`src/hdl/rscd_pkg.sv`:
```
// Package for the reset strap configuration decoder.
// Assumes one 100 MHz core clock and an APB register port.
package rscd_pkg;
   localparam int unsigned STRAP_W        = 20;
   // Register byte offsets
   localparam logic [11:0] OFF_STRAP_RAW  = 12'h000;
   localparam logic [11:0] OFF_DECODED    = 12'h004;
   localparam logic [11:0] OFF_CONTROL    = 12'h008;
   // Strap field positions
   localparam int unsigned POS_STALL      = 0;
   localparam int unsigned POS_LANE_REV   = 2;
   localparam int unsigned POS_EDP_OFF    = 4;
   localparam int unsigned POS_BIF_LO     = 5;
   localparam int unsigned POS_TRAIN_NOW  = 7;
   // Control register bits
   localparam int unsigned POS_FW_TRAIN   = 0;
   localparam int unsigned POS_HAS_GFX    = 1;
   // Reset values
   localparam logic [19:0] STRAP_RST      = 20'hfffff;
   localparam logic [1:0]  CTRL_RST       = 2'h2;
   // Bifurcation encodings
   localparam logic [1:0]  BIF_X8_2X4     = 2'h0;
   localparam logic [1:0]  BIF_RSVD       = 2'h1;
   localparam logic [1:0]  BIF_2X8        = 2'h2;
   localparam logic [1:0]  BIF_X16        = 2'h3;
   // Settle time after platform reset release before straps are captured
   localparam int unsigned SETTLE_NS      = 100;
   localparam int unsigned CLK_NS         = 10;
   localparam int unsigned SETTLE_CYC     = (SETTLE_NS + CLK_NS - 1) / CLK_NS;

   typedef enum logic [1:0] {RSCD_IN_RESET, RSCD_SETTLE, RSCD_STALLED, RSCD_RUN} rscd_state_t;

   // Decoded configuration delivered to the consumers
   typedef struct packed {
      logic       seq_stalled;
      logic       lane_reverse;
      logic       edp_enable;
      logic [1:0] bifurcation;
      logic       train_start;
   } rscd_cfg_t;
endpackage : rscd_pkg

```
`src/hdl/rscd_sync3.sv`:
```
// Three-flop synchroniser with agreement filter for strap pins.
// Assumes inputs are asynchronous to core_clk.
`timescale 1ns/1ns
module rscd_sync3 #(
   parameter int unsigned W   = 1,
   parameter logic [W-1:0] RV = '1
) (
   input  wire logic         core_clk,
   input  wire logic         arst_n,
   input  wire logic [W-1:0] din,
   output logic      [W-1:0] dout
);
   logic [W-1:0] s1_q;
   logic [W-1:0] s2_q;
   logic [W-1:0] s3_q;

   // First stage is read only by the second; change accepted when stages 2 and 3 agree
   always_ff @(posedge core_clk or negedge arst_n) begin
      if (!arst_n) begin
         s1_q <= RV;
         s2_q <= RV;
         s3_q <= RV;
         dout <= RV;
      end else begin
         s1_q <= din;
         s2_q <= s1_q;
         s3_q <= s2_q;
         // Each bit holds while stages 2 and 3 disagree, so a pin change must last two samples to pass
         dout <= (dout & (s2_q ^ s3_q)) | (s3_q & ~(s2_q ^ s3_q));
      end
   end
endmodule : rscd_sync3

```
`src/hdl/rscd_top.sv`:
```
// Strap decoder: samples configuration straps around platform reset and drives
// the reset sequencer, graphics port and display enables. APB register port.
// Assumes board pull-ups hold unterminated straps high; platform reset is a pin.
//
// Decided for this implementation: the register addresses and the APB interface to the registers.
`timescale 1ns/1ns
// Behaviour
// - Unterminated strap reads as one; every default setting equals one.
// - Strap bit 0 low stalls reset sequence after PLL lock until released.
// - Strap bit 2 low reverses sixteen-lane graphics port lane numbers.
// - Strap bit 4 one disables embedded display, zero enables it.
// - Bits 6:5 pick bifurcation: 00 x8+2x4, 10 2x8, 11 x16, 01 reserved.
// - Bit 7 one trains link at reset release; zero waits for firmware.
// - Bits 2, 6:5, 7 apply only in variants with graphics port.
module rscd_top (
   input  wire logic                  core_clk,
   input  wire logic                  arst_n,
   input  wire logic [19:0]           strap_pin,
   input  wire logic                  plat_rst_n,
   input  wire logic                  pll_locked,
   input  wire logic                  psel,
   input  wire logic                  penable,
   input  wire logic                  pwrite,
   input  wire logic [11:0]           paddr,
   input  wire logic [31:0]           pwdata,
   output logic      [31:0]           prdata,
   output logic                       pready,
   output logic                       pslverr,
   output rscd_pkg::rscd_cfg_t        cfg_q,
   output logic                       seq_go_q
);
   logic [19:0]           strap_s;
   logic                  prst_s;
   logic [19:0]           strap_q;
   logic [1:0]            ctrl_q;
   logic                  fw_train_q;
   logic [7:0]            settle_q;
   rscd_pkg::rscd_state_t st_q;
   logic                  acc;

   // Straps reset to all ones so an open pin decodes as its default
   rscd_sync3 #(.W(20), .RV(rscd_pkg::STRAP_RST)) u_strap (
      .core_clk (core_clk),
      .arst_n   (arst_n),
      .din      (strap_pin),
      .dout     (strap_s)
   );

   // Platform reset pin from the hub is asynchronous too
   rscd_sync3 #(.W(1), .RV(1'b0)) u_prst (
      .core_clk (core_clk),
      .arst_n   (arst_n),
      .din      (plat_rst_n),
      .dout     (prst_s)
   );

   // Bifurcation decode; reserved code falls back to the x16 default
   function automatic logic [1:0] bif_dec(input logic [1:0] f, input logic gfx);
      if (!gfx) bif_dec = rscd_pkg::BIF_X16;
      else if (f == rscd_pkg::BIF_RSVD) bif_dec = rscd_pkg::BIF_X16;
      else bif_dec = f;
   endfunction : bif_dec

   // Sequencer: capture after settle, then stall or run
   always_ff @(posedge core_clk or negedge arst_n) begin
      if (!arst_n) begin
         st_q     <= rscd_pkg::RSCD_IN_RESET;
         settle_q <= 8'h00;
      end else begin
         case (st_q)
            rscd_pkg::RSCD_IN_RESET: begin
               settle_q <= 8'h00;
               if (prst_s) st_q <= rscd_pkg::RSCD_SETTLE;
            end
            rscd_pkg::RSCD_SETTLE: begin
               settle_q <= settle_q + 8'h01;
               if (!prst_s) st_q <= rscd_pkg::RSCD_IN_RESET;
               else if (settle_q == 8'(rscd_pkg::SETTLE_CYC - 1) && pll_locked)
                  st_q <= strap_s[rscd_pkg::POS_STALL] ? rscd_pkg::RSCD_RUN
                                                       : rscd_pkg::RSCD_STALLED;
               else if (settle_q == 8'(rscd_pkg::SETTLE_CYC - 1)) settle_q <= settle_q;
            end
            rscd_pkg::RSCD_STALLED: begin
               if (!prst_s) st_q <= rscd_pkg::RSCD_IN_RESET;
               else if (strap_s[rscd_pkg::POS_STALL]) st_q <= rscd_pkg::RSCD_RUN;
            end
            rscd_pkg::RSCD_RUN: begin
               if (!prst_s) st_q <= rscd_pkg::RSCD_IN_RESET;
            end
            default: st_q <= rscd_pkg::RSCD_IN_RESET;
         endcase
      end
   end

   // Static straps latched once at the end of settle; held until next reset
   always_ff @(posedge core_clk or negedge arst_n) begin
      if (!arst_n) begin
         strap_q <= rscd_pkg::STRAP_RST;
      end else if (st_q == rscd_pkg::RSCD_SETTLE
                   && settle_q == 8'(rscd_pkg::SETTLE_CYC - 1) && pll_locked) begin
         strap_q <= strap_s;
      end
   end

   // Decoded outputs
   always_ff @(posedge core_clk or negedge arst_n) begin
      if (!arst_n) begin
         cfg_q    <= '0;
         seq_go_q <= 1'b0;
      end else begin
         cfg_q.seq_stalled  <= (st_q == rscd_pkg::RSCD_STALLED);
         seq_go_q           <= (st_q == rscd_pkg::RSCD_RUN);
         cfg_q.lane_reverse <= ctrl_q[rscd_pkg::POS_HAS_GFX]
                               & ~strap_q[rscd_pkg::POS_LANE_REV];
         cfg_q.edp_enable   <= ~strap_q[rscd_pkg::POS_EDP_OFF];
         cfg_q.bifurcation  <= bif_dec(strap_q[rscd_pkg::POS_BIF_LO +: 2],
                                       ctrl_q[rscd_pkg::POS_HAS_GFX]);
         // Link only trains once the sequence runs, never during stall
         cfg_q.train_start  <= ctrl_q[rscd_pkg::POS_HAS_GFX]
                               && (st_q == rscd_pkg::RSCD_RUN)
                               && (strap_q[rscd_pkg::POS_TRAIN_NOW] || fw_train_q);
      end
   end

   // APB: one wait state, since pready comes from a flop; acc marks the first access cycle
   assign acc = psel & penable & ~pready;

   // Control register: firmware training start and graphics variant flag
   always_ff @(posedge core_clk or negedge arst_n) begin
      if (!arst_n) begin
         ctrl_q     <= rscd_pkg::CTRL_RST;
         fw_train_q <= 1'b0;
      end else if (st_q == rscd_pkg::RSCD_IN_RESET) begin
         fw_train_q <= 1'b0; // Request does not survive a platform reset
      end else if (psel && penable && pready && pwrite && paddr == rscd_pkg::OFF_CONTROL) begin
         ctrl_q     <= pwdata[1:0];
         fw_train_q <= fw_train_q | pwdata[rscd_pkg::POS_FW_TRAIN];
      end
   end

   // Read mux and handshake
   always_ff @(posedge core_clk or negedge arst_n) begin
      if (!arst_n) begin
         prdata  <= 32'h0000_0000;
         pready  <= 1'b0;
         pslverr <= 1'b0;
      end else begin
         pready  <= acc;
         pslverr <= 1'b0;
         if (acc) begin
            case (paddr)
               rscd_pkg::OFF_STRAP_RAW: prdata <= {12'h000, strap_q};
               rscd_pkg::OFF_DECODED:   prdata <= {26'h0000000, cfg_q};
               rscd_pkg::OFF_CONTROL:   prdata <= {30'h00000000, ctrl_q};
               default: begin
                  prdata  <= 32'h0000_0000;
                  pslverr <= 1'b1;
               end
            endcase
         end
      end
   end

   // Assertions
   property p_stall_hold;
      @(posedge core_clk) disable iff (!arst_n)
      (st_q == rscd_pkg::RSCD_STALLED && !strap_s[0] && prst_s) |=> st_q == rscd_pkg::RSCD_STALLED;
   endproperty
   a_stall_hold: assert property (p_stall_hold) else $error("stall left early");
   property p_release;
      @(posedge core_clk) disable iff (!arst_n)
      (st_q == rscd_pkg::RSCD_STALLED && strap_s[0] && prst_s) |=> ##1 seq_go_q;
   endproperty
   a_release: assert property (p_release) else $error("no run after release");
   property p_edp;
      @(posedge core_clk) disable iff (!arst_n)
      $stable(strap_q) |=> cfg_q.edp_enable == !$past(strap_q[4]);
   endproperty
   a_edp: assert property (p_edp) else $error("display sense wrong");
   property p_lane;
      @(posedge core_clk) disable iff (!arst_n)
      1 |=> cfg_q.lane_reverse == ($past(ctrl_q[1]) && !$past(strap_q[2]));
   endproperty
   a_lane: assert property (p_lane) else $error("lane reverse wrong");
   property p_bif;
      @(posedge core_clk) disable iff (!arst_n)
      1 |=> cfg_q.bifurcation != rscd_pkg::BIF_RSVD;
   endproperty
   a_bif: assert property (p_bif) else $error("reserved bifurcation out");
   property p_nogfx;
      @(posedge core_clk) disable iff (!arst_n)
      !ctrl_q[1] |=> !cfg_q.train_start && !cfg_q.lane_reverse;
   endproperty
   a_nogfx: assert property (p_nogfx) else $error("graphics strap used");
   property p_train;
      @(posedge core_clk) disable iff (!arst_n)
      // Keyed on the state, not seq_go_q, which lags a platform reset by one cycle
      (st_q == rscd_pkg::RSCD_RUN && ctrl_q[1] && strap_q[7]) |=> cfg_q.train_start;
   endproperty
   a_train: assert property (p_train) else $error("no immediate training");
   property p_hold;
      @(posedge core_clk) disable iff (!arst_n)
      (st_q == rscd_pkg::RSCD_RUN) |=> $stable(strap_q);
   endproperty
   a_hold: assert property (p_hold) else $error("straps changed in run");
   property p_dflt;
      @(posedge core_clk) disable iff (!arst_n)
      (strap_s == rscd_pkg::STRAP_RST && st_q == rscd_pkg::RSCD_SETTLE && pll_locked && prst_s)
         |-> ##[1:12] seq_go_q;
   endproperty
   a_dflt: assert property (p_dflt) else $error("defaults do not run");
   // Before PLL lock the sequence must neither run nor stall
   property p_pll_wait;
      @(posedge core_clk) disable iff (!arst_n)
      (st_q == rscd_pkg::RSCD_SETTLE && !pll_locked)
         |=> (st_q == rscd_pkg::RSCD_SETTLE || st_q == rscd_pkg::RSCD_IN_RESET);
   endproperty
   a_pll_wait: assert property (p_pll_wait) else $error("left settle before lock");
   // A platform reset always drops a pending firmware training request
   property p_fw_clear;
      @(posedge core_clk) disable iff (!arst_n)
      (st_q == rscd_pkg::RSCD_IN_RESET) |=> !fw_train_q;
   endproperty
   a_fw_clear: assert property (p_fw_clear) else $error("training request kept");
   c_stall: cover property (@(posedge core_clk) st_q == rscd_pkg::RSCD_STALLED ##1
                            st_q == rscd_pkg::RSCD_RUN);
   c_train: cover property (@(posedge core_clk) cfg_q.train_start);
   c_rd:    cover property (@(posedge core_clk) pready && !pslverr);
   c_pll:   cover property (@(posedge core_clk) st_q == rscd_pkg::RSCD_SETTLE && !pll_locked);
endmodule : rscd_top

```
`config.mk`:
```
export PLATFORM = sky130hd
export DESIGN_NAME = rscd_top
export DESIGN_NICKNAME = d
export VERILOG_FILES = /design/src/hdl/rscd_pkg.sv /design/src/hdl/rscd_sync3.sv /design/src/hdl/rscd_top.sv
export SDC_FILE = /design/constraint.sdc
export NUM_CORES = 1
export LEC_CHECK = 0
export BUFFER_PORTS_ARGS = -buffer_cell sky130_fd_sc_hd__buf_2
export CAP_MARGIN = 20
export CORE_MARGIN = 2
export CORE_UTILIZATION = 30
export DETAILED_ROUTE_END_ITERATION = 6
export GPL_TIMING_DRIVEN = 0
export PLACE_DENSITY_LB_ADDON = 0.2
export SLEW_MARGIN = 5
export SYNTH_ARGS = -nofsm -noshare
export SYNTH_HDL_FRONTEND = slang
export SYNTH_SLANG_ARGS = --single-unit
```
`constraint.sdc`:
```
create_clock -name core_clk -period 4.2 [get_ports core_clk]
set_clock_uncertainty 0.15 [all_clocks]
set_input_delay 0 -clock core_clk [delete_from_list [all_inputs] [get_ports core_clk]]
set_output_delay 0 -clock core_clk [all_outputs]
set_load 0.02 [all_outputs]
```
# After elaboration in Yosys (flattened, before gate mapping)

Cells that the tools add are included.

Logic and storage cells: 90
Flip-flop bits (word level): 158
Input port bits: 71
Output and inout port bits: 41

Add/sub/neg operators: 1
Equality and inequality tests: 12
Multiplexer cells: 19
Reductions and logical operators: 18
Bitwise operators: 18

Operators by type and width:

| operator            | count |
|---|---|
| $pmux 20 s3         | 1 |
| $and 20x20->20      | 2 |
| $mux 8              | 3 |
| $not 20->20         | 1 |
| $or 20x20->20       | 1 |
| $xor 20x20->20      | 1 |
| $mux 2              | 8 |
| $pmux 8 s2          | 1 |
| $eq 12x3->1 const B | 1 |
| $eq 12x4->1 const B | 1 |
| $logic_not 12->1    | 1 |
| $logic_and 1x1->1   | 9 |
| $add 8x1->8 const B | 1 |
| $eq 8x4->1 const B  | 1 |
| $pmux 2 s4          | 1 |
| $ne 3x3->1 const B  | 2 |
| $and 1x1->1         | 5 |
| $mux 1              | 5 |
| $not 1->1           | 5 |
| $eq 2x1->1 const B  | 2 |
| $eq 2x2->1 const B  | 2 |
| $ne 4x4->1 const B  | 1 |
| $reduce_and 2->1    | 2 |
| $reduce_and 4->1    | 1 |
| other kinds (8)     | 10 |

# Logic depth before layout (Yosys ltp)

Gate-level depths: netlist of the first run.

Depth after elaboration: 6
Depth in mapped cells: 7
Mapped depth without buffers: 6

# Hierarchy

From an unflattened synthesis of the first run, not the netlist that was laid out.

Cells, all modules: 313
Area, all modules: 5147.4 sq um

By module, submodules not included:

| module               | times used | seq. area each (sq um) | cells an instance | area an instance (sq um) |
|---|---|---|---|---|
| rscd_top             | 1          | 1577.8                 | 208               | 2708.8 |
| rscd_sync3 (u_strap) | 1          | 2102.0                 | 100               | 2327.2 |
| rscd_sync3 (u_prst)  | 1          | 100.1                  | 5                 | 111.4 |

# Worst setup path before layout of the first run

No wires, ideal clock.

Kind: reg2reg
Start: register settle_q[5]
End: register strap_q[0]
Data required time: 3.968 ns
Setup time: 0.082 ns
Slack: 2.262 ns
Cell stages (with the launch flop): 6
Arrival time: 1.706 ns
Buffers on the path: 1
Period minus slack after synthesis: 1.938 ns
Cell sequence: dfrtp_1 > nor4b_2 > nor4b_2 > and3_1 > buf_4 > mux2_2

Word-level cells in the longest chain between the ends: 3

RTL lines:

| item                            | line            | text |
|---|---|---|
| start, declared                 | rscd_top.sv:37  | `logic [7:0] settle_q;` |
| start signal, assigned          | rscd_top.sv:76  | `settle_q <= settle_q + 8'h01;` |
| start signal, assigned          | rscd_top.sv:81  | `else if (settle_q == 8'(rscd_pkg::SETTLE_CYC - 1)) settle_q <= settle_q;` |
| $eq 8x4->1                      | rscd_top.sv:100 | `&& settle_q == 8'(rscd_pkg::SETTLE_CYC - 1) && pll_locked) begin` |
| $logic_and 1x1->1 (2 in series) | rscd_top.sv:100 |  |
| end signal, assigned            | rscd_top.sv:98  | `strap_q <= rscd_pkg::STRAP_RST;` |
| end signal, assigned            | rscd_top.sv:101 | `strap_q <= strap_s;` |
| end, declared                   | rscd_top.sv:34  | `logic [19:0] strap_q;` |

No other way between the ends.
A chain may end at the register's enable or synchronous reset.

# Worst setup path after layout of the first run

Start: input port paddr[10]
End: register prdata[9]

Word-level cells in the longest chain between the ends: 2
Elaborated cells on any way between the ends: 4
Those cells by class: eq/ne: 2; mux: 1; reduce/logical: 1

RTL lines:

| item                                | line            | text |
|---|---|---|
| start, declared                     | rscd_top.sv:24  | `input wire logic [11:0] paddr,` |
| $eq 12x4->1 (tied with other cells) | rscd_top.sv:151 | `case (paddr)` |
| $pmux 20 s3 *                       | rscd_top.sv:151 |  |
| end signal, assigned                | rscd_top.sv:152 | `rscd_pkg::OFF_STRAP_RAW: prdata <= {12'h000, strap_q};` |
| end signal, assigned                | rscd_top.sv:153 | `rscd_pkg::OFF_DECODED: prdata <= {26'h0000000, cfg_q};` |
| end signal, assigned                | rscd_top.sv:154 | `rscd_pkg::OFF_CONTROL: prdata <= {30'h00000000, ctrl_q};` |
| end, declared                       | rscd_top.sv:26  | `output logic [31:0] prdata,` |

Every way passes the cells marked *; elsewhere a longest branch is shown, timed or not.

==> impl_results.md, run 1 <==
- Most used cell, CP: dlygate4sd3_1
- Crit path largest cell delay: approximately 0.64 ns
- Outcome: finished, final reports clean
- DIE AREA: 0.0182 sq mm
- Final Critical Period: between 2 and 3 ns
- Share of cells above drive strength 1: between 50% and 60%
- Power per cell area: slightly above 500 mW/mm^2
- HP Class: input pin to flop
- Dpl hpwl: between 5000 and 6000 microns
- Drt total wl: ~9400 microns
- Pre-CTS setup slack: 1.87 ns
- Worst-path cell chain: dlygate4sd3_1 > buf_2 > nor2_1 > dlygate4sd3_1 > nand3_2 > dlygate4sd3_1 > nor4_2 > buf_2 > a22o_1
- Core ar.: about 0.017 sq mm
- # placed instances: around 620
- Synth top area cells: dfstp_2 52%, dfrtp_1 22%, mux2_2 4.4%
- Most frequently used flop master after synthesis: dfstp_2
- Leading area contributor after synthesis: dfstp_2
- Worst Slack Setup Final: approximately 1.3 ns
- CTS max path bufs: 2
- Reg clk slew, reported paths: ~0.06 ns
- CP delay by family, top: buffers and inverters
- WL/cell: between 10 and 15 microns
- Synthesized netlist cell count: 324
- Diodes inserted: 0
- Vias: 2939
- Die H: 135 microns
- Finished Layout Cells: just under 700
- Layout fillers: approximately 1.6k
- Mapped cell area: between 0.005 and 0.006 sq mm
- Final GP Congestion: approximately 0.71
- Crit path launch type: input pin
- Worst skew pair latency: between 0.4 and 0.5 ns
- DR pass1 iterations: 4
- Share of the synthesized area in the top cell type: between 50% and 60%
- Fmax achieved: roughly 340 MHz
- Root Buffer: clkbuf_16
- Unrepaired setup endpoints after global routing: false
- Register area: 0.00378 sq mm
- CP endpoint kind: flop
- Distinct cells, synth: 40
- # rows: between 40 and 50
- Critical path arrival: between 3 and 4 ns
- Crit path max fanout: 10
- Worst slew margin: between 50% and 60%
- Top Ports: roughly 110
- Max H-tree Level: 4
- Starting DRT DRC Count: 107
- Num CTS Buffers: 17
- Vias per cell: 4.25
- Slowest cell on crit path: dlygate4sd3_1
- Peak supply drop: 0.000314 V
- Most numerous cell in the Yosys netlist: dfstp_2
- Leakage: 0.00302 uW
- Final Setup Violations: 0
- Tot Pwr: approximately 3500 uW
- Initial Util: between 30% and 40%
- WP buf/inv: 5
- Overall Global Routing Usage: between 10% and 20%
- Synthesized flop and latch total: between 100 and 150
- Post-synth EDFFs: 0
- CTS tree: yes
- Worst Max-Slew Pin Slew: 0.668 ns
- Clock sinks: approximately 150
- Initial antenna violation count: 0
- P&R area growth vs syn: 32.7%
- Synth warn: 0
- Ys async rst share: 100%
- Post-route ant nets: 0
- Largest net degree at the start of global routing: 86
- Tcrit/Tclk final: 69.3%
- Sequential area share after synthesis: between 70 and 80%
- Global-route wire length before repair: 15500 microns
- PortBufs: approximately 70
- Congestion Overflow GR: 0
- Vias in the first global route: just over 3k
- Final Hold Fails: 0
- Die W: approximately 130 microns
- Final layout net count: 531
- Setup Buffers After CTS: 0
- DRC errors left: 0
- Critical Path RT: around 4.4 ns
- Fin. max-slew vios: 0
- Avg Cell Area, Syn: between 15 and 20 sq um
- Area of the multi-input gates: around 0.0012 sq mm
- Total Neg Setup Slack: 0 ns
- Max-cap violations: 0
- Top cells by count, synth: 101 x dfstp_2, 45 x dfrtp_1, 21 x maj3_1
- Hold Worst Slack: 0.0579 ns
- Critical Setup Path Class: input pin to flop
## per-stage QoR
stage               util, %  cell area, sq um
floorplan                 -              5180
global placement       34.8              5790
detailed placement     35.0              5830
CTS                    41.0              6820
global route           41.0              6820
finish                 41.0              6820
## routing by layer
layer	wire length, microns	global-route usage (%)	vias up
li1	-	-	1382
met5	0	0	-
met2	4250	16.8	74
met4	162	5.79	0
met3	520	3.87	16
met1	4420	14.8	1467
## worst min-delay path, cell delays in order
cell      delay, ns
clkbuf_1       0.28
mux2i_1        0.23
o21ai_0        0.08
## cells in the final DEF (no fill, tap or decap), drive strengths merged, types with 12 or more instances in the layout
| master | synthesis | final |
|---|---|---|
| dfstp | 101 | 101 |
| buf | 16 | 85 |
| dfrtp | 45 | 45 |
| dlygate4sd3 | 0 | 35 |
| mux2 | 22 | 22 |
| clkbuf | 4 | 22 |
| maj3 | 21 | 21 |
| nand2 | 15 | 15 |
| a22o | 14 | 14 |
| o21ai | 13 | 13 |
| nor2 | 12 | 12 |
| conb | 1 | 12 |
## path summary, 6_finish.rpt
path	start	to	slack [ns]	cells past startpoint
max in group asynchronous	arst_n	prdata[12]$_DFFE_PN0P_	2.63	3
hold reg to reg	u_prst.s1_q$_DFF_PN0_	u_prst.s2_q$_DFF_PN0_	0.20	0
hold / removal	paddr[2]	prdata[5]$_DFFE_PN0P_	0.06	3
setup / recovery	paddr[10]	prdata[9]$_DFFE_PN0P_	1.29	9
setup reg to reg	settle_q[5]$_DFFE_PN0P_	strap_q[11]$_DFFE_PN1P_	1.91	5
min in group asynchronous	arst_n	u_strap.s1_q[6]$_DFF_PN1_	0.27	2
## layout make-up
class | count | area share, %
sequential | 146 | 55.5
multi-input combinational | 162 | 18.2
tap | 220 | 4.04
clock inverter | 14 | 3.07
inverter | 7 | 0.385
buffer | 20 | 1.91
clock buffer | 18 | 6.30
timing repair buffer | 104 | 10.6
## kinds of logic after synthesis
group / after synthesis / share of synthesized area, %
simple gates: 53 / 6.02
other cells: 1 / 0.0730
fa+ha+maj: 23 / 4.58
buf+inv: 27 / 3.04
compound gates: 43 / 5.99
flops: 146 / 73.6
mux: 31 / 6.72
## what timing repair did
action | CTS | global route
endpoints found under the setup margin | 0 | 0
hold buffers | 35 | 0
gates resized for setup | 0 | 0
endpoints found under the hold margin | 140 | 0
## power by group
part | leakage (uW) | switching (uW) | internal, uW
sequential | 0.00165 | 67.3 | 1580
clock | 0.000314 | 571 | 1050
combinational | 0.00105 | 109 | 116
(Power assumes the default switching activity.)
==> run 2: changes to the inputs <==
ABC_AREA = 1   (was default)
clock period = 2.6 ns   (was 4.2 ns; I/O delays follow)
==> run 2 against run 1 <==
  * Final cell count grew 21%
  * Global-route usage grew 0.20 points
  * Die area grew 6.5%
  * Critical path type is now flop to flop
  * Highest routed layer unchanged
  * Count of clock-buffer cells in the layout grew 1
  * Non-clock buffer count grew 3
  * Total power grew 53%
  * Combinational power grew 100%
  * Sequential share of layout area shrank 2.5 points
  * Routed wire length grew 8.6%
  * Critical endpoint is now ctrl_q[0]$_DFFE_PN0P_
==> impl_results.md, run 2 <==
- Outcome: finished, final reports clean
- Die W: 139 microns (+3.2%)
- Diodes inserted: 0 (unchanged)
- Mapped cell area: 0.00548 sq mm (+6.7%)
- Crit path launch type: flop
- Synth warn: 0 (unchanged)
- Final Critical Period: between 2 and 2.5 ns
- Tcrit/Tclk final: 92.2%
- Final Hold Fails: 0 (unchanged)
- CP endpoint kind: flop
- Final Setup Violations: 0 (unchanged)
- Most frequent cells in the layout: 101 x dfstp_2, 89 x nand2_1, 70 x buf_2, 47 x inv_1, 45 x dfrtp_1
- Tot Pwr: 5350 uW (+53%)
- Leakage: 0.00330 uW (+9.2%)
- Fin. max-slew vios: 0 (unchanged)
- P&R area growth vs syn: 30.4%
- Power per cell area: 749 mW/mm^2 (+46%)
- Global-route wire length before repair: 17500 microns (+13%)
- Max H-tree Level: 4 (unchanged)
- Post-route ant nets: 0 (unchanged)
- Core ar.: 0.0180 sq mm (+7.9%)
- Starting DRT DRC Count: 184 (+72%)
- Unrepaired setup endpoints after global routing: false
- Reg clk slew, reported paths: 0.06 ns (about the same)
- Final GP Congestion: 0.771 (+8.8%)
- Max-cap violations: 0 (unchanged)
- CTS tree: yes
- Most frequently used flop master after synthesis: dfstp_2
- Worst skew pair latency: 0.42 ns (about the same)
- Num CTS Buffers: 17 (unchanged)
- CTS max path bufs: 2 (unchanged)
- Leading area contributor after synthesis: dfstp_2
- Drt total wl: 10200 microns (+8.6%)
- Synthesized netlist cell count: 460 (+42%)
- Final layout net count: 670 (+26%)
- Critical Setup Path Class: flop to flop
- Synthesized flop and latch total: 146 (unchanged)
- Initial Util: 30.5% (-0.36 points)
- Vias in the first global route: 3561 (+17%)
- DR pass1 iterations: 4 (unchanged)
- Crit path max fanout: 5 (-5)
- Share of cells above drive strength 1: 44.9% (-7.9 points)
- Finished Layout Cells: 839 (+21%)
- Post-DP Area: 0.00619 sq mm (+6.2%)
- Peak supply drop: 0.000480 V (+53%)
- Congestion Overflow GR: 0 (unchanged)
- Critical Path RT: 2.76 ns (-1.64 ns)
- HP Class: input pin to flop
- Top Ports: 112 (unchanged)
- Crit path largest cell delay: 0.58 ns (-0.06 ns)
- Root Buffer: clkbuf_16
- Clock sinks: 146 (unchanged)
- Die H: 139 microns (+3.2%)
- Overall Global Routing Usage: 11.6% (+0.20 points)
- # rows: 49 (+4.3%)
- Post-synth EDFFs: 0 (unchanged)
- Fmax achieved: roughly 420 MHz
- Dpl hpwl: 6790 microns (+13%)
- CTS resizes: 0 (unchanged)
- Critical path arrival: 2.55 ns (-0.56 ns)
- Distinct cells, synth: 31 (-23%)
- Top cells by count, synth: 101 x dfstp_2, 89 x nand2_1, 47 x inv_1
- Layout fillers: 1728 (+10%)
- Largest net degree at the start of global routing: 89 (+3.5%)
- Worst-path cell chain: nor2_1 > nor3_1 > nand4_1 > dlygate4sd3_1 > nand2_1 > dlygate4sd3_1
- WL/cell: 12.1 microns (-11%)
- PortBufs: 69 (+1.5%)
- Most used cell, CP: dlygate4sd3_1
- CP delay by family, top: buffers and inverters
- Vias: 3449 (+17%)
- DIE AREA: 0.0194 sq mm (+6.5%)
- Sequential area share after synthesis: 69.0% (-4.6 points)
- Most numerous cell in the Yosys netlist: dfstp_2
- Setup Buffers After CTS: 0 (unchanged)
- # placed instances: 770 (+23%)
- Share of the synthesized area in the top cell type: 48.4% (-3.2 points)
- Cell area after layout: 0.00714 sq mm (+4.8%)
- DRC errors left: 0 (unchanged)
- Commonest non-fill, non-tap cell in the layout: dfstp_2
- Ys async rst share: 100% (unchanged)
- Synth top area cells: dfstp_2 48%, dfrtp_1 21%, nand2_1 6.1%
- Slowest cell on crit path: dlygate4sd3_1
- Total Neg Setup Slack: 0 ns (unchanged)
- Avg Cell Area, Syn: 11.9 sq um (-25%)
- Initial antenna violation count: 0 (unchanged)
- Vias per cell: 4.11 (-3.3%)
- WP buf/inv: 2 (-3)
-- run 2: cell count changes after synthesis, sizes merged, moves of 4 or more --
cell / change
nand2: +96
inv: +44
nand3: +29
o21ai: +25
mux2: -22
a22o: -14
mux2i: -9
nor2: +6
a21oi: -4
-- run 2: cell type report --
cell class	instances	area (sq um)	share of cell area (%)
Clock buffer	19	454	6.36
Multi-Input combinational cell	254	1400	19.6
Clock inverter	13	123	1.72
Buffer	20	153	2.14
Tap cell	229	287	4.01
Sequential cell	146	3780	52.9
Timing Repair Buffer	107	759	10.6
Inverter	51	191	2.68
-- run 2: timing repair --
item	4_1_cts	5_1_grt
hold endpoints to repair	130	0
hold buffers	37	0
endpoints found under the setup margin	0	0
-- run 2: worst reg2reg max path: stages (launching register included) --
cell and delay (ns):
dfrtp_1 0.43, nor2_1 0.33, nor3_1 0.11, nand4_1 0.09
dlygate4sd3_1 0.58, nand2_1 0.06, dlygate4sd3_1 0.54
-- run 2: worst paths after layout --
| kind | endpoint | slack, ns | cells past startpoint | start |
|---|---|---|---|---|
| worst max register to register | ctrl_q[0]$_DFFE_PN0P_ | 0.20 | 6 | st_q[1]$_DFFE_PN0P_ |
| max in group asynchronous | asynchronous set/reset pin | 1.70 | 3 | arst_n |
| worst min-delay path | prdata[7]$_DFFE_PN0P_ | 0.02 | 5 | penable |
| min in group asynchronous | u_strap.s1_q[7]$_DFF_PN1_ | 0.11 | 2 | arst_n |
| worst max-delay path | ctrl_q[0]$_DFFE_PN0P_ | 0.20 | 6 | st_q[1]$_DFFE_PN0P_ |
| worst min register to register | u_strap.s2_q[16]$_DFF_PN1_ | 0.20 | 0 | u_strap.s1_q[16]$_DFF_PN1_ |
-- run 2: kinds of logic after synthesis --
kind of cell / synth area share (%)
other: 0.0684
AND/OR/NAND/NOR: 14.7
adder cells (fa/ha/maj): 4.29
flip-flops: 69.0
buffers and inverters: 6.28
AO/OA/AOI/OAI: 5.66
-- run 2: power breakdown --
| group | leakage, uW | switching, uW | internal (uW) | total [uW] |
|---|---|---|---|---|
| Combinational | 0.00136 | 284 | 176 | 460 |
| Clock | 0.000277 | 963 | 1380 | 2350 |
| Sequential | 0.00166 | 84.2 | 2460 | 2550 |
| Total | 0.00330 | 1330 | 4020 | 5350 |
-- run 2: stage by stage --
stage          utilization, %  hold WS [ns]  setup slack (ns)
2_1_floorplan               -        -0.446              1.09
3_3_place_gp             34.3       -0.0442            -0.591
3_5_place_dp             34.4        -0.132             0.911
4_1_cts                  39.8       0.00197             0.196
5_1_grt                  39.8        0.0453            0.0740
6_report                 39.8        0.0198             0.204
-- run 2: layer usage --
metal,vias to the layer above,track usage [%],share of wire [%]
li1,1720,-,-
met1,1628,14.9,48
met2,86,17.7,46
met3,15,3.52,4.5
met4,0,5.90,1.9
met5,-,0,0
==> run 3: changes to the inputs <==
ABC_AREA = default   (was 1)
CTS_BUF_LIST = sky130_fd_sc_hd__clkbuf_16   (was default)
==> run 3 against run 2 <==
  * First-iteration DRC count decreased by 40%
  * Routed wire length decreased by 7.9%
  * Register-to-register slack improved by 0.11 ns
  * Count of clock-buffer cells in the layout decreased by 2
  * Worst hold slack improved by 0.041 ns
  * Sequential power increased by 4%
  * Global-route usage decreased by 0.21 points
  * Flip-flop and latch count unchanged
  * Worst setup slack improved by 0.029 ns
  * Sequential share of layout area increased by 2.6 points
  * Clock power increased by 11%
  * Critical path depth increased by 2
  * Largest cell class unchanged
==> impl_results.md, run 3 (synthesis gave the netlist of run 1 again) <==
- # rows: 47 (-4.1%)
- CTS tree: yes
- P&R area growth vs syn: 32.5%
- Die W: 135 microns (-3.1%)
- Peak supply drop: 0.000505 V (+5.2%)
- R2r setup slk: 0.31 ns (+0.11 ns)
- Outcome: finished, final reports clean
- Final Critical Period: 2.37 ns (-0.0288 ns)
- Post-route ant nets: 0 (unchanged)
- Worst Slack Setup Final: 0.233 ns (+0.0288 ns)
- Largest net degree at the start of global routing: 86 (-3.4%)
- Initial Util: 30.9% (+0.36 points)
- Power per cell area: 829 mW/mm^2 (+11%)
- Die H: 135 microns (-3.1%)
- Root Buffer: clkbuf_16
- Core ar.: 0.0166 sq mm (-7.4%)
- PortBufs: 68 (-1.4%)
- Final Setup Violations: 0 (unchanged)
- Worst slew margin: between 50 and 60%
- Crit path launch type: input pin
- Critical Path RT: 2.80 ns (+0.04 ns)
- Fin. max-slew vios: 0 (unchanged)
- Overall Global Routing Usage: 11.3% (-0.21 points)
- Drt total wl: 9360 microns (-7.9%)
- DIE AREA: 0.0182 sq mm (-6.1%)
- Pre-CTS setup slack: 0.273 ns (-0.637 ns)
- Unrepaired setup endpoints after global routing: false
- FF-to-FF path depth: 5 (-1)
- Critical path arrival: 2.57 ns (+0.02 ns)
- Tcrit/Tclk final: 91.1% (-1.1 points)
- Register area: 0.00378 sq mm (unchanged)
- Global-route wire length before repair: 15500 microns (-12%)
- Max-cap violations: 0 (unchanged)
- DRC errors left: 0 (unchanged)
- Max H-tree Level: 4 (unchanged)
- HP Class: input pin to flop
- Critical Setup Path Class: input pin to flop
- Crit path max fanout: 10 (+5)
- Reg clk slew, reported paths: 0.06 ns (about the same)
- WL/cell: 13.6 microns (+12%)
- Clock sinks: 146 (unchanged)
- Most frequent cells in the layout: 101 x dfstp_2, 69 x buf_2, 45 x dfrtp_1, 34 x dlygate4sd3_1, 21 x maj3_1
- Final layout net count: 530 (-21%)
- Vias: 2940 (-15%)
- WP buf/inv: 4 (+2)
- WHS Path Cells: 3 (-2)
- Final GP Congestion: 0.709 (-8.1%)
- Worst-path cell chain: dlygate4sd3_1 > buf_2 > nor2_1 > nand3_2 > dlygate4sd3_1 > nor4_2 > buf_2 > a22o_1
- R2R Path Start: settle_q[5]$_DFFE_PN0P_
- Num CTS Buffers: 17 (unchanged)
- CP endpoint kind: flop
- Starting DRT DRC Count: 110 (-40%)
- Area of the multi-input gates: 0.00124 sq mm (-11%)
- Slowest cell on crit path: dlygate4sd3_1
- CTS resizes: 0 (unchanged)
- Critical Path End: prdata[9]$_DFFE_PN0P_
- Worst skew pair latency: 0.42 ns (about the same)
- Tot Pwr: 5640 uW (+5.3%)
- Leakage: 0.00302 uW (-8.5%)
- Crit path largest cell delay: 0.64 ns (+0.06 ns)
- CP Depth: 8 (+2)
- Reg2reg end: strap_q[11]$_DFFE_PN1P_
- Diodes inserted: 0 (unchanged)
- CTS Hold Bufs: 34 (-8.1%)
- Setup Buffers After CTS: 0 (unchanged)
- Share of cells above drive strength 1: 53.0% (+8.1 points)
- CP Launch Point: paddr[10]
- Top Ports: 112 (unchanged)
- Final core occ: 40.9% (+1.1 points)
- Final Hold Fails: 0 (unchanged)
- CP delay by family, top: buffers and inverters
- Initial antenna violation count: 0 (unchanged)
- Worst Max-Slew Pin Slew: ~0.67 ns
- Layout fillers: 1565 (-9.4%)
- Fmax achieved: 422 MHz (+1.2%)
- Vias in the first global route: 3032 (-15%)
- DR pass1 iterations: 4 (unchanged)
- CTS max path bufs: 2 (unchanged)
- Commonest non-fill, non-tap cell in the layout: dfstp_2
- Hold Worst Slack: 0.0607 ns (+0.0408 ns)
- Vias per cell: 4.26 (+3.6%)
- Congestion Overflow GR: 0 (unchanged)
- Dpl hpwl: 5980 microns (-12%)
- Total Neg Setup Slack: 0 ns (unchanged)
run 3: how the worst min path moves through the flow:
stage,from,to,slack (ns)
after floorplan,arst_n,asynchronous set/reset pin,-0.45
after global placement,strap_pin[2],u_strap.s1_q[2]$_DFF_PN1_,-0.05
after detailed placement,arst_n,prdata[11]$_DFFE_PN0P_,-0.13
after CTS,paddr[2],prdata[3]$_DFFE_PN0P_,0.03
after global routing,strap_pin[10],u_strap.s1_q[10]$_DFF_PN1_,0.05
final,paddr[2],prdata[5]$_DFFE_PN0P_,0.06
run 3: final cells by class:
class / instances / share of cell area [%]
inverters: 7 / 0.386
flip-flops and latches: 146 / 55.5
well taps: 220 / 4.04
plain buffers: 20 / 1.91
clock inverters: 15 / 3.12
clock buffers: 17 / 6.25
repair buffers: 103 / 10.5
multi-input cells: 162 / 18.3
run 3: layer usage:
metal	vias up	routed length [microns]	global-route usage, %
met2	76	4210	16.8
li1	1383	-	-
met1	1468	4470	14.8
met5	-	0	0
met3	13	519	3.87
met4	0	160	5.79
run 3: metrics by stage:
| step | instances | cell area [sq um] |
|---|---|---|
| 6_report | 690 | 6810 |
| 5_1_grt | 690 | 6810 |
| 4_1_cts | 690 | 6810 |
| 3_5_place_dp | 624 | 5830 |
| 3_3_place_gp | 623 | 5790 |
| 2_1_floorplan | 335 | 5180 |
run 3: worst min-delay path, cell delays in order:
cell and delay, ns:
clkbuf_1 0.28, mux2i_1 0.23, o21ai_0 0.08
run 3: power breakdown:
group	total (uW)	internal (uW)	leakage (uW)	switching, uW
Sequential	2660	2550	0.00165	109
Combinational	363	186	0.00104	177
Clock	2620	1700	0.000318	923
Total	5640	4430	0.00302	1210
